**src/logic/tbf_pkg.sv**
```systemverilog
// Constants, types and coding functions for the tape block trailer formatter
package tbf_pkg;

  // Block geometry
  localparam int unsigned BLK_BYTES     = 512;
  localparam int unsigned ADDR_BYTES    = 4;
  localparam logic [15:0] BLK_NUM_FIRST = 16'h0001;

  // Control nibble values (others reserved)
  localparam logic [3:0]  CTL_DATA      = 4'h0;
  localparam logic [3:0]  CTL_FORMAT    = 4'h2;

  // Check value and block marker
  localparam logic [15:0] CRC_INIT      = 16'hFFFF;
  localparam logic [15:0] CRC_POLY      = 16'h1021;
  localparam logic [4:0]  MARK_GROUP    = 5'h1F;

  // Preamble and postamble lengths in flux transitions, each inside its band
  localparam int unsigned PRE_NORM_9    = 200;
  localparam int unsigned PRE_NORM_X    = 200;
  localparam int unsigned PRE_ELONG_9   = 5000;
  localparam int unsigned PRE_ELONG_X   = 6000;
  localparam int unsigned PRE_LONG      = 20000;
  localparam int unsigned POST_NORM     = 10;
  localparam int unsigned POST_ELONG_9  = 5000;
  localparam int unsigned POST_ELONG_X  = 7000;

  // Recording formats
  typedef enum logic [1:0] {
    FMT_9TRK  = 2'h0,
    FMT_15TRK = 2'h1,
    FMT_18TRK = 2'h2
  } tbf_fmt_e;

  // Framing states
  typedef enum logic [6:0] {
    ST_IDLE = 7'b000_0001,
    ST_PRE  = 7'b000_0010,
    ST_MARK = 7'b000_0100,
    ST_DATA = 7'b000_1000,
    ST_ADDR = 7'b001_0000,
    ST_CRC  = 7'b010_0000,
    ST_POST = 7'b100_0000
  } tbf_state_e;

  // Per-block request from the controller
  typedef struct packed {
    tbf_fmt_e   fmt;
    logic       underrun;
    logic       trk_start;
    logic       ctl_blk;
    logic [7:0] trk_num;
  } tbf_req_s;

  // One symbol towards the write channel
  typedef struct packed {
    logic       valid;
    logic       flux;
    logic [4:0] group;
  } tbf_sym_s;

  // Nibble to 5-bit group code
  function automatic logic [4:0] tbf_gcr(input logic [3:0] nib);
    logic [4:0] g;
    g = 5'h00;
    case (nib)
      4'h0: g = 5'h19;
      4'h1: g = 5'h1B;
      4'h2: g = 5'h12;
      4'h3: g = 5'h13;
      4'h4: g = 5'h1D;
      4'h5: g = 5'h15;
      4'h6: g = 5'h16;
      4'h7: g = 5'h17;
      4'h8: g = 5'h1A;
      4'h9: g = 5'h09;
      4'hA: g = 5'h0A;
      4'hB: g = 5'h0B;
      4'hC: g = 5'h1E;
      4'hD: g = 5'h0D;
      4'hE: g = 5'h0E;
      default: g = 5'h0F;
    endcase
    return g;
  endfunction

  // One byte into the check register, msb first
  function automatic logic [15:0] tbf_crc_byte(input logic [15:0] crc, input logic [7:0] d);
    logic [15:0] c;
    c = crc;
    for (int i = 7; i >= 0; i--) begin
      if (c[15] ^ d[i]) begin
        c = {c[14:0], 1'b0} ^ CRC_POLY;
      end else begin
        c = {c[14:0], 1'b0};
      end
    end
    return c;
  endfunction

endpackage

```
**src/logic/tbf_formatter.sv**
```systemverilog
// Tape block framer: preamble, marker, data, block address, check bytes, postamble
module tbf_formatter
  import tbf_pkg::*;
#(
  parameter int unsigned BLK_LEN   = BLK_BYTES,
  parameter int unsigned PRE_LONG_N  = PRE_LONG,
  parameter int unsigned PRE_EL9_N   = PRE_ELONG_9,
  parameter int unsigned PRE_ELX_N   = PRE_ELONG_X,
  parameter int unsigned POST_EL9_N  = POST_ELONG_9,
  parameter int unsigned POST_ELX_N  = POST_ELONG_X
) (
  // Clock and reset
  input  wire logic       clk_in,
  input  wire logic       nrst_in,
  // Controller side
  input  wire logic       start_in,
  input  wire tbf_req_s   req_in,
  input  wire logic       track_end_in,
  output logic            busy_out,
  // Data buffer side
  input  wire logic [7:0] data_in,
  input  wire logic       data_valid_in,
  output logic            data_ready_out,
  // Write channel side
  output tbf_sym_s        sym_out
);

  tbf_state_e  state_r, state_nxt;
  tbf_req_s    req_r,   req_nxt;
  logic [15:0] cnt_r,   cnt_nxt;
  logic [9:0]  idx_r,   idx_nxt;
  logic        phase_r, phase_nxt;
  logic [7:0]  byte_r,  byte_nxt;
  logic [15:0] crc_r,   crc_nxt;
  logic [15:0] blk_r,   blk_nxt;
  tbf_sym_s    sym_nxt;
  logic        rdy_nxt;
  logic        busy_nxt;
  logic [7:0]  addr_byte;
  logic [3:0]  ctl_nib;

  // Control nibble: only the two legal block types can be produced
  // block type
  assign ctl_nib = req_r.ctl_blk ? CTL_FORMAT : CTL_DATA;

  // Block address bytes: track, control, block number high, low
  // address layout
  always_comb begin
    case (idx_r[1:0])
      2'd0:    addr_byte = req_r.trk_num;
      2'd1:    addr_byte = {4'h0, ctl_nib};
      2'd2:    addr_byte = blk_r[15:8];
      default: addr_byte = blk_r[7:0];
    endcase
  end

  // Length of the preamble for a new request; long beats elongated beats normal
  function automatic logic [15:0] pre_len(input tbf_req_s r);
    logic [15:0] n;
    n = 16'(PRE_NORM_X);
    if (r.trk_start) begin
      n = 16'(PRE_LONG_N);
    end else if (r.underrun) begin
      n = (r.fmt == FMT_9TRK) ? 16'(PRE_EL9_N) : 16'(PRE_ELX_N);
    end else if (r.fmt == FMT_9TRK) begin
      n = 16'(PRE_NORM_9);
    end
    return n;
  endfunction

  // Length of the postamble for the block in flight
  function automatic logic [15:0] post_len(input tbf_req_s r);
    logic [15:0] n;
    n = 16'(POST_NORM);
    if (r.underrun && !r.ctl_blk) begin
      n = (r.fmt == FMT_9TRK) ? 16'(POST_EL9_N) : 16'(POST_ELX_N);
    end
    return n;
  endfunction

  // Framing sequencer next state
  always_comb begin
    state_nxt = state_r;
    req_nxt   = req_r;
    cnt_nxt   = cnt_r;
    idx_nxt   = idx_r;
    phase_nxt = phase_r;
    byte_nxt  = byte_r;
    crc_nxt   = crc_r;
    blk_nxt   = blk_r;
    sym_nxt   = '0;
    case (state_r)
      ST_IDLE: begin
        if (start_in) begin
          req_nxt   = req_in;
          cnt_nxt   = pre_len(req_in);
          crc_nxt   = CRC_INIT;
          state_nxt = ST_PRE;
        end
      end
      ST_PRE: begin
        sym_nxt = '{valid: 1'b1, flux: 1'b1, group: 5'h00};
        cnt_nxt = cnt_r - 16'd1;
        if (cnt_r == 16'd1) begin
          state_nxt = ST_MARK;
        end
      end
      ST_MARK: begin
        sym_nxt   = '{valid: 1'b1, flux: 1'b0, group: MARK_GROUP};
        idx_nxt   = '0;
        phase_nxt = 1'b0;
        state_nxt = ST_DATA;
      end
      ST_DATA: begin
        if (!phase_r) begin
          if (data_ready_out && data_valid_in) begin
            sym_nxt   = '{valid: 1'b1, flux: 1'b0, group: tbf_gcr(data_in[7:4])};
            byte_nxt  = data_in;
            crc_nxt   = tbf_crc_byte(crc_r, data_in);
            phase_nxt = 1'b1;
          end
        end else begin
          sym_nxt   = '{valid: 1'b1, flux: 1'b0, group: tbf_gcr(byte_r[3:0])};
          phase_nxt = 1'b0;
          idx_nxt   = idx_r + 10'd1;
          if (idx_r == 10'(BLK_LEN - 1)) begin
            idx_nxt   = '0;
            state_nxt = ST_ADDR;
          end
        end
      end
      ST_ADDR: begin
        if (!phase_r) begin
          sym_nxt   = '{valid: 1'b1, flux: 1'b0, group: tbf_gcr(addr_byte[7:4])};
          byte_nxt  = addr_byte;
          crc_nxt   = tbf_crc_byte(crc_r, addr_byte);
          phase_nxt = 1'b1;
        end else begin
          sym_nxt   = '{valid: 1'b1, flux: 1'b0, group: tbf_gcr(byte_r[3:0])};
          phase_nxt = 1'b0;
          idx_nxt   = idx_r + 10'd1;
          if (idx_r == 10'(ADDR_BYTES - 1)) begin
            idx_nxt   = '0;
            state_nxt = ST_CRC;
          end
        end
      end
      ST_CRC: begin
        if (!phase_r) begin
          byte_nxt  = idx_r[0] ? crc_r[7:0] : crc_r[15:8];
          sym_nxt   = '{valid: 1'b1, flux: 1'b0, group: tbf_gcr(byte_nxt[7:4])};
          phase_nxt = 1'b1;
        end else begin
          sym_nxt   = '{valid: 1'b1, flux: 1'b0, group: tbf_gcr(byte_r[3:0])};
          phase_nxt = 1'b0;
          idx_nxt   = idx_r + 10'd1;
          if (idx_r[0]) begin
            cnt_nxt   = post_len(req_r);
            state_nxt = ST_POST;
          end
        end
      end
      ST_POST: begin
        sym_nxt = '{valid: 1'b1, flux: 1'b1, group: 5'h00};
        cnt_nxt = cnt_r - 16'd1;
        if (cnt_r == 16'd1) begin
          blk_nxt   = blk_r + 16'd1;
          state_nxt = ST_IDLE;
        end
      end
      default: begin
        state_nxt = ST_IDLE;
      end
    endcase
    // track end restarts numbering; wins over the increment
    if (track_end_in) begin
      blk_nxt = BLK_NUM_FIRST;
    end
    // Ready registered, so the byte is offered only in the nibble-high slot
    rdy_nxt  = (state_nxt == ST_DATA) && !phase_nxt;
    busy_nxt = (state_nxt != ST_IDLE);
  end

  // Framing sequencer registers
  always_ff @(posedge clk_in or negedge nrst_in) begin
    if (!nrst_in) begin
      state_r        <= ST_IDLE;
      req_r          <= '0;
      cnt_r          <= '0;
      idx_r          <= '0;
      phase_r        <= 1'b0;
      byte_r         <= '0;
      crc_r          <= CRC_INIT;
      blk_r          <= BLK_NUM_FIRST;
      sym_out        <= '0;
      data_ready_out <= 1'b0;
      busy_out       <= 1'b0;
    end else begin
      state_r        <= state_nxt;
      req_r          <= req_nxt;
      cnt_r          <= cnt_nxt;
      idx_r          <= idx_nxt;
      phase_r        <= phase_nxt;
      byte_r         <= byte_nxt;
      crc_r          <= crc_nxt;
      blk_r          <= blk_nxt;
      sym_out        <= sym_nxt;
      data_ready_out <= rdy_nxt;
      busy_out       <= busy_nxt;
    end
  end

  chk_crc_preset: assert property (@(posedge clk_in) disable iff (!nrst_in)
    (state_r == ST_MARK) |-> (crc_r == CRC_INIT))
    else $error("check register not preset at block marker");

  chk_mark_group: assert property (@(posedge clk_in) disable iff (!nrst_in)
    (state_r == ST_MARK) |=> (sym_out.valid && !sym_out.flux && sym_out.group == MARK_GROUP))
    else $error("block marker group wrong");

  chk_blk_restart: assert property (@(posedge clk_in) disable iff (!nrst_in)
    track_end_in |=> (blk_r == BLK_NUM_FIRST))
    else $error("block number not restarted at track end");

  chk_blk_incr: assert property (@(posedge clk_in) disable iff (!nrst_in)
    (state_r == ST_POST && cnt_r == 16'd1 && !track_end_in) |=> (blk_r == $past(blk_r) + 16'd1))
    else $error("block number did not step by one");

  chk_addr_track: assert property (@(posedge clk_in) disable iff (!nrst_in)
    (state_r == ST_ADDR && idx_r == 10'd0 && !phase_r)
      |=> (sym_out.group == tbf_gcr(req_r.trk_num[7:4])) ##1
          (sym_out.group == tbf_gcr(req_r.trk_num[3:0])))
    else $error("track number not first in block address");

  chk_ctl_nibble: assert property (@(posedge clk_in) disable iff (!nrst_in)
    (state_r == ST_ADDR && idx_r == 10'd1 && !phase_r)
      |=> (sym_out.group == tbf_gcr(4'h0)) ##1
          (sym_out.group == (req_r.ctl_blk ? tbf_gcr(CTL_FORMAT) : tbf_gcr(CTL_DATA))))
    else $error("control nibble wrong");

  chk_crc_order: assert property (@(posedge clk_in) disable iff (!nrst_in)
    (state_r == ST_CRC && idx_r == 10'd0 && !phase_r)
      |=> (sym_out.group == tbf_gcr($past(crc_r[15:12]))))
    else $error("check high nibble not sent first");

  // data accepted only at nibble-high slot
  chk_ready_slot: assert property (@(posedge clk_in) disable iff (!nrst_in)
    data_ready_out |-> (state_r == ST_DATA && !phase_r))
    else $error("data ready outside a byte slot");

  chk_post_len: assert property (@(posedge clk_in) disable iff (!nrst_in)
    (state_r == ST_CRC && idx_r[0] && phase_r) |=> (cnt_r == post_len(req_r)))
    else $error("postamble length wrong");

  chk_pre_long: assert property (@(posedge clk_in) disable iff (!nrst_in)
    (state_r == ST_IDLE && start_in && req_in.trk_start) |=> (cnt_r == 16'(PRE_LONG_N)))
    else $error("long preamble not chosen");

endmodule

```
**config.mk**
```make
export PLATFORM = sky130hd
export DESIGN_NAME = tbf_formatter
export DESIGN_NICKNAME = d
export VERILOG_FILES = /design/src/logic/tbf_pkg.sv /design/src/logic/tbf_formatter.sv
export SDC_FILE = /design/constraint.sdc
export NUM_CORES = 1
export LEC_CHECK = 0
export BUFFER_PORTS_ARGS = -buffer_cell sky130_fd_sc_hd__clkbuf_2
export CORE_UTILIZATION = 38
export DETAILED_ROUTE_END_ITERATION = 6
export MAX_ROUTING_LAYER = met4
export PLACE_DENSITY_LB_ADDON = 0.15
export SYNTH_ARGS = -nofsm -noshare
export SYNTH_HDL_FRONTEND = slang
export SYNTH_SLANG_ARGS = --single-unit
export TNS_END_PERCENT = 100
```
**constraint.sdc**
```tcl
create_clock -name clk_in -period 4.19 [get_ports clk_in]
set_clock_uncertainty 0.15 [all_clocks]
set_input_delay 0.2095 -clock clk_in [delete_from_list [all_inputs] [get_ports clk_in]]
set_output_delay 0.2095 -clock clk_in [all_outputs]
set_load 0.01 [all_outputs]
```
==> results by group, run 1 <==
Floorplan
  • Starting Density: 0.391
  • Row count: 46
  • Die Ht: 130 um
  • CORE AREA: between 15000 and 20000 um2
  • Die ar.: 17000 um2
  • Die W: 130 um
  • IO Pins: 35

Yosys
  • Cell variety after synth: 78
  • Synth warn: 0
  • Mapped Cells: ~690
  • Post-synthesis sequential area ratio: 0.368
  • Async set or reset register ratio after synthesis: 1.00
  • Mean Syn Cell Area: roughly 9 um2
  • Mapped Area: between 6000 and 7000 um2
  • Synth Flop Type: dfrtp_1
  • Flop and latch count out of synthesis: 91
  • Post-synth EDFFs: 0
  • Syn_nets: around 730

Worst setup path
  • Flop2flop setup slack: 950 ps
  • Worst EP required: approximately 4300 ps
  • Crit path arrival time: approximately 3300 ps
  • CP startpoint kind: register
  • R2R depth: 6
  • Worst reg2reg startpoint: idx_r[1]$_DFFE_PN0P_
  • CP max FO: 24
  • Reg2Reg Capture Point: crc_r[7]$_DFFE_PN1P_
  • Worst setup EP type: register
  • Worst Path Class, Setup: register to register

GRT
  • Total track usage: 0.242
  • Largest net degree at the start of global routing: 59
  • Vias in the first global route: 5518
  • First-pass GRT wire length: between 30000 and 40000 um
  • Antenna violations before repair: 0
  • Total gr overflow: 0

Route
  • WL met2: slightly above 9000 um
  • Total Wirelength: about 19000 um
  • Final ANT Viol Nets: 0
  • Wire length on met1: 8740 um
  • DR top layer: met4
  • Avg Vias per Cell: between 6 and 7
  • Routed via count: slightly below 6000
  • DR DRC count: 0
  • Drt first pass iters: 7
  • 1st-iter DRT viols: between 300 and 400
  • Met3 WL: 795 um
  • Avg WL per Cell: around 20 um

Worst hold path
  • Hold path endpoint: req_r[10]$_DFFE_PN0P_
  • Worst hold path class: primary input to register
  • Hold Crit Start: req_in[10]
  • Hold depth: 2

Clock tree
  • Reg clk slew, reported paths: 70 ps
  • Clk buf depth: 2
  • CTS tree: built
  • Post-CTS Resized: 0
  • # Post-CTS Setup Buffers: 0
  • CTS Buf Count: 9
  • Root Driver: clkbuf_16
  • Clk Latency, worst-skew pair: between 300 and 400 ps
  • Depth of the CTS H-tree: 3
  • Post-CTS Hold Buffers: 12
  • Sink Count: 91

Layout
  • Share of cells above drive strength 1: 0.156
  • Fin cells: between 900 and 1000
  • Layout Nets: 757
  • Fillcell total: 1632
  • ANT cells: 0
  • Syn-to-layout area delta: 12.3%

Power
  • Worst VDD drop: between 0.3 and 0.4 mV
  • Pwr Density: between 400 and 500 nW/um2
  • Leak: roughly 2.8 nW

STA
  • Fmax achieved: 0.309 GHz
  • Unrepaired setup endpoints after global routing: false
  • Actual slew at the worst max-slew pin: approximately 1200 ps
  • Setup violations, final: 0
  • Post-layout min period: roughly 3200 ps
  • Slew Viols, Final: 0
  • Slew HR: 0.183
  • Hold Vio Cnt, Final: 0
  • Final setup TNS: 0 ps
  • Period utilization: 0.773

Placement
  • Post-DP HPWL: about 14000 um
  • Port Buf Inserts: 34
  • RD Place Congestion: ~0.87
  • Placed Cells: 917

Job
  • Max-cap violations: 0

Outcome
  • Run status: finished, final reports clean
## Yosys cell counts (all sizes together), types with 17 or more instances
master	instances	area share
nor2	61	0.037
nor3	24	0.019
dfstp	18	0.076
nand2	27	0.016
o21ai	53	0.042
inv	19	0.011
a21oi	51	0.041
clkbuf	32	0.019
dfrtp	73	0.29
xnor2	19	0.027
nand3	26	0.022
nor2b	17	0.017
mux2	18	0.032
## sequential cells by signal, indices dropped and copies added (netlist names)
signal,count
blk_r,16
cnt_r,16
crc_r,16
req_r,12
idx_r,10
state_r,7
sym_out,7
byte_r,4
busy_out,1
data_ready_out,1
phase_r,1
## final cells by class
class / count / area [um2] / area share
Multi-Input combinational cell: 543 / 3700 / 0.527
Tap cell: 216 / 270 / 0.0385
Clock inverter: 3 / 40.0 / 0.00570
Timing Repair Buffer: 60 / 398 / 0.0567
Clock buffer: 13 / 240 / 0.0342
Inverter: 19 / 71.3 / 0.0102
Sequential cell: 91 / 2300 / 0.328
## critical path, cell delays in order (launching register included)
cell	delay [ps]
dfrtp_1	430
ha_1	450
a221oi_1	680
nor3_1	240
or4_1	600
a2111oi_0	420
o32ai_1	140
## per-stage QoR
stage	worst slack, ps	util	instance area [um2]	total power [mW]	hold WS (ps)
floorplan	1010	-	6250	2.14	-236
global placement	1160	0.414	6620	2.45	194
detailed placement	967	0.414	6620	2.48	198
CTS	967	0.439	7020	3.31	7.00
global route	676	0.439	7020	3.49	25.9
finish	950	0.439	7020	3.29	6.89
## logic make-up (layout without fill, tap and decap cells)
| logic type | after synthesis | in the layout | share of synthesized area |
|---|---|---|---|
| muxes | 29 | 29 | 0.0500 |
| and+or+nand+nor | 240 | 240 | 0.211 |
| xor gates and xnor gates | 36 | 36 | 0.0682 |
| AOI/OAI and AO/OA | 231 | 231 | 0.249 |
| buffers and inverters | 60 | 95 | 0.0400 |
| adders and majority gates | 7 | 7 | 0.0140 |
| DFF | 91 | 91 | 0.368 |
## power by group
part,internal (mW),switching (mW)
registers,1.06,0.165
logic,0.527,0.733
clock network,0.462,0.351
## worst max-delay path by stage
stage / end / from / slack [ps] / cells past startpoint
4_1_cts: crc_r[7]$_DFFE_PN1P_ / idx_r[1]$_DFFE_PN0P_ / 970 / 6
2_1_floorplan: crc_r[7]$_DFFE_PN1P_ / idx_r[0]$_DFFE_PN0P_ / 1010 / 8
5_1_grt: crc_r[7]$_DFFE_PN1P_ / idx_r[0]$_DFFE_PN0P_ / 680 / 6
6_report: crc_r[7]$_DFFE_PN1P_ / idx_r[1]$_DFFE_PN0P_ / 950 / 6
3_5_place_dp: crc_r[7]$_DFFE_PN1P_ / idx_r[1]$_DFFE_PN0P_ / 970 / 6
3_3_place_gp: idx_r[7]$_DFFE_PN0P_ / idx_r[0]$_DFFE_PN0P_ / 1160 / 7
## layer usage
layer	track usage	vias to the layer above
met5	-	-
met4	0.0752	0
met3	0.0262	21
met2	0.390	155
met1	0.319	2869
li1	-	2720
## cell usage in the layout (no fill, tap or decap), types with 9 or more instances in the layout
master         count
o22ai_1           12
nor3_1            24
nand4_1           14
nand2_1           27
and3_1            10
clkbuf_2          33
a31oi_1            9
dfrtp_1           73
inv_1             19
buf_4             15
xnor2_1           19
o31ai_1            9
a21oi_1           51
nor2b_1           17
mux2_2            16
o211ai_1          12
o21a_1            11
o21ai_0           52
dlygate4sd3_1     12
or3_1             14
nand3_1           25
dfstp_2           18
clkbuf_16          9
mux2i_1           11
xor2_1             9
nor2_1            61
(Power assumes the default switching activity.)
==> run 2, diff against run 1 <==
clock period = 3 ns   (was 4.19 ns; I/O delays follow)
==> run 2 against run 1 <==
- die area did not move
- clock power increased by 40%
- critical path type unchanged
- critical endpoint unchanged
- worst hold slack gained 7.7 ps
- combinational power is 45% higher
- critical path depth increased by 2
==> results by group, run 2 (synthesis gave the netlist of run 1 again) <==
Layout
  • Most frequent cells in the layout: 73 x dfrtp_1, 61 x nor2_1, 52 x o21ai_0
  • Layout Nets: 776 (+2.5%)
  • Util after Layout: 0.452 (+0.0131)
  • Most common cell after layout, fill and taps aside: dfrtp_1
  • Fin cells: 964 (+2.0%)
  • Share of cells above drive strength 1: 0.180 (+0.0241)
  • Fillcell total: 1643 (+0.67%)
  • Regs by FF count: blk_r (16), cnt_r (16), crc_r (16)
  • ANT cells: 0 (unchanged)
  • Syn-to-layout area delta: 15.7%

Clock tree
  • Sink Count: 91 (unchanged)
  • Root Driver: clkbuf_16
  • Depth of the CTS H-tree: 3 (unchanged)
  • Reg clk slew, reported paths: 70 ps (about the same)
  • Clk buf depth: 2 (unchanged)
  • CTS Buf Count: 9 (unchanged)
  • Clk Latency, worst-skew pair: 350 ps (about the same)
  • CTS tree: built
  • # Post-CTS Setup Buffers: 0 (unchanged)

Job
  • Max-cap violations: 0 (unchanged)

GRT
  • Antenna violations before repair: 0 (unchanged)
  • First-pass GRT wire length: 30800 um (+1.5%)
  • Total gr overflow: 0 (unchanged)
  • Total track usage: 0.247 (+0.00527)
  • Vias in the first global route: 5666 (+2.7%)
  • Largest net degree at the start of global routing: 57 (-3.4%)

STA
  • Hold Vio Cnt, Final: 0 (unchanged)
  • Fmax achieved: 0.356 GHz (+15%)
  • Slew HR: 0.366 (+0.183)
  • Actual slew at the worst max-slew pin: 952 ps (-274 ps)
  • Setup violations, final: 0 (unchanged)
  • Period utilization: 0.938 (+0.164)
  • Post-layout min period: 2810 ps (-428 ps)
  • Slew Viols, Final: 0 (unchanged)
  • Final setup TNS: 0 ps (unchanged)

Power
  • Worst VDD drop: 0.391 mV (+28%)
  • Overall power: 4.67 mW (+42%)
  • Leak: 2.95 nW (+3.8%)
  • Pwr Density: 646 nW/um2 (+38%)

Floorplan
  • Row count: 46 (unchanged)
  • Starting Density: 0.391 (unchanged)
  • Die W: 130 um (unchanged)
  • Die Ht: 130 um (unchanged)
  • CORE AREA: 16000 um2 (unchanged)
  • Die ar.: 17000 um2 (unchanged)
  • IO Pins: 35 (unchanged)

Placement
  • RD Place Congestion: 0.884 (+1.9%)
  • Placed Cells: 933 (+1.7%)
  • Port Buf Inserts: 34 (unchanged)
  • Post-DP HPWL: 14300 um (+3.6%)

Worst setup path
  • Crit path arrival time: 2900 ps (-420 ps)
  • Worst EP required: 3080 ps (-1190 ps)
  • CP Cell Sequence: inv_1 > ha_4 > a221oi_1 > buf_4 > o21a_1 > or4_1 > a2111oi_1 > o32ai_1
  • Slowest stage cell on the critical path: or4_1
  • Worst Path Class, Setup: register to register
  • Worst setup EP type: register
  • CP max FO: 11 (-54%)
  • Crit-path max cell delay: 590 ps (-90 ps)
  • CP startpoint kind: register
  • Flop2flop setup slack: 190 ps (-760 ps)
  • Crit path buf inv count: 2 (+2)
  • Crit path max-delay family: compound AO/OA/AOI/OAI gates

Route
  • Drt first pass iters: 5 (-2)
  • Final ANT Viol Nets: 0 (unchanged)
  • Routed via count: 5820 (+0.95%)
  • 1st-iter DRT viols: 376 (-4.3%)
  • DR DRC count: 0 (unchanged)
  • Avg WL per Cell: 20.1 um (about the same)
  • Avg Vias per Cell: 6.04 (-1.0%)
  • Total Wirelength: 19400 um (+2.0%)

Worst hold path
  • Worst hold path class: primary input to register

Outcome
  • Run status: finished, final reports clean
## run 2: changes by cell type in the layout (fill, tap and decap cells not counted), moves of 2 or more
cell / previous run / this run
ha_1: 7 / 4
clkbuf_1: 4 / 2
dlygate4sd3_1: 12 / 15
buf_12: 0 / 2
buf_4: 15 / 29
ha_4: 0 / 2
## run 2: timing repair
item,CTS,global route
hold buffers,15,0
resized for setup,0,6
endpoints found under the setup margin,0,2
hold endpoints to repair,56,0
## run 2: metrics by stage
step / hold WS (ps) / cell area [um2] / setup WS (ps)
floorplan: -296 / 6250 / 31.8
global placement: 122 / 6770 / 178
detailed placement: 133 / 6770 / 87.8
CTS: 5.37 / 7200 / 63.9
global route: 79.2 / 7230 / -0.307
finish: 14.6 / 7230 / 187
## run 2: metal layers
metal	up-vias	global-route usage	wire length, um
met5	-	-	0
met2	165	0.385	9080
met3	37	0.0381	1030
met1	2866	0.320	8820
met4	0	0.101	499
li1	2752	-	-
## run 2: cell type report
type                            count  area (um2)  area share
Sequential cell                    91        2300       0.318
Tap cell                          216         270      0.0374
Inverter                           19        71.3     0.00986
Clock buffer                       11         233      0.0322
Timing Repair Buffer               79         573      0.0792
Clock inverter                      5        53.8     0.00744
Multi-Input combinational cell    543        3730       0.516
## run 2: final timing paths
| kind | start | endpoint | cells past startpoint |
|---|---|---|---|
| hold / removal | data_in[1] | byte_r[1]$_DFFE_PN0P_ | 3 |
| min in group asynchronous | nrst_in | byte_r[3]$_DFFE_PN0P_ | 2 |
| max in group asynchronous | nrst_in | state_r[0]$_DFF_PN1_ | 3 |
| hold reg to reg | cnt_r[15]$_DFFE_PN0P_ | cnt_r[15]$_DFFE_PN0P_ | 1 |
| setup reg to reg | idx_r[0]$_DFFE_PN0P_ | crc_r[7]$_DFFE_PN1P_ | 8 |
| setup / recovery | idx_r[0]$_DFFE_PN0P_ | crc_r[7]$_DFFE_PN1P_ | 8 |
## run 2: worst min-delay path, delay by kind of cell
family                 cells  cell delay (ps)
buffers and inverters      1              100
AO/OA/AOI/OAI              2              230
## run 2: where the power goes
part | leakage (nW) | internal, mW | total [mW] | switching, mW
Clock | 0.143 | 0.644 | 1.14 | 0.494
Combinational | 1.68 | 0.791 | 1.83 | 1.04
Sequential | 1.13 | 1.48 | 1.71 | 0.232
Total | 2.95 | 2.91 | 4.67 | 1.76
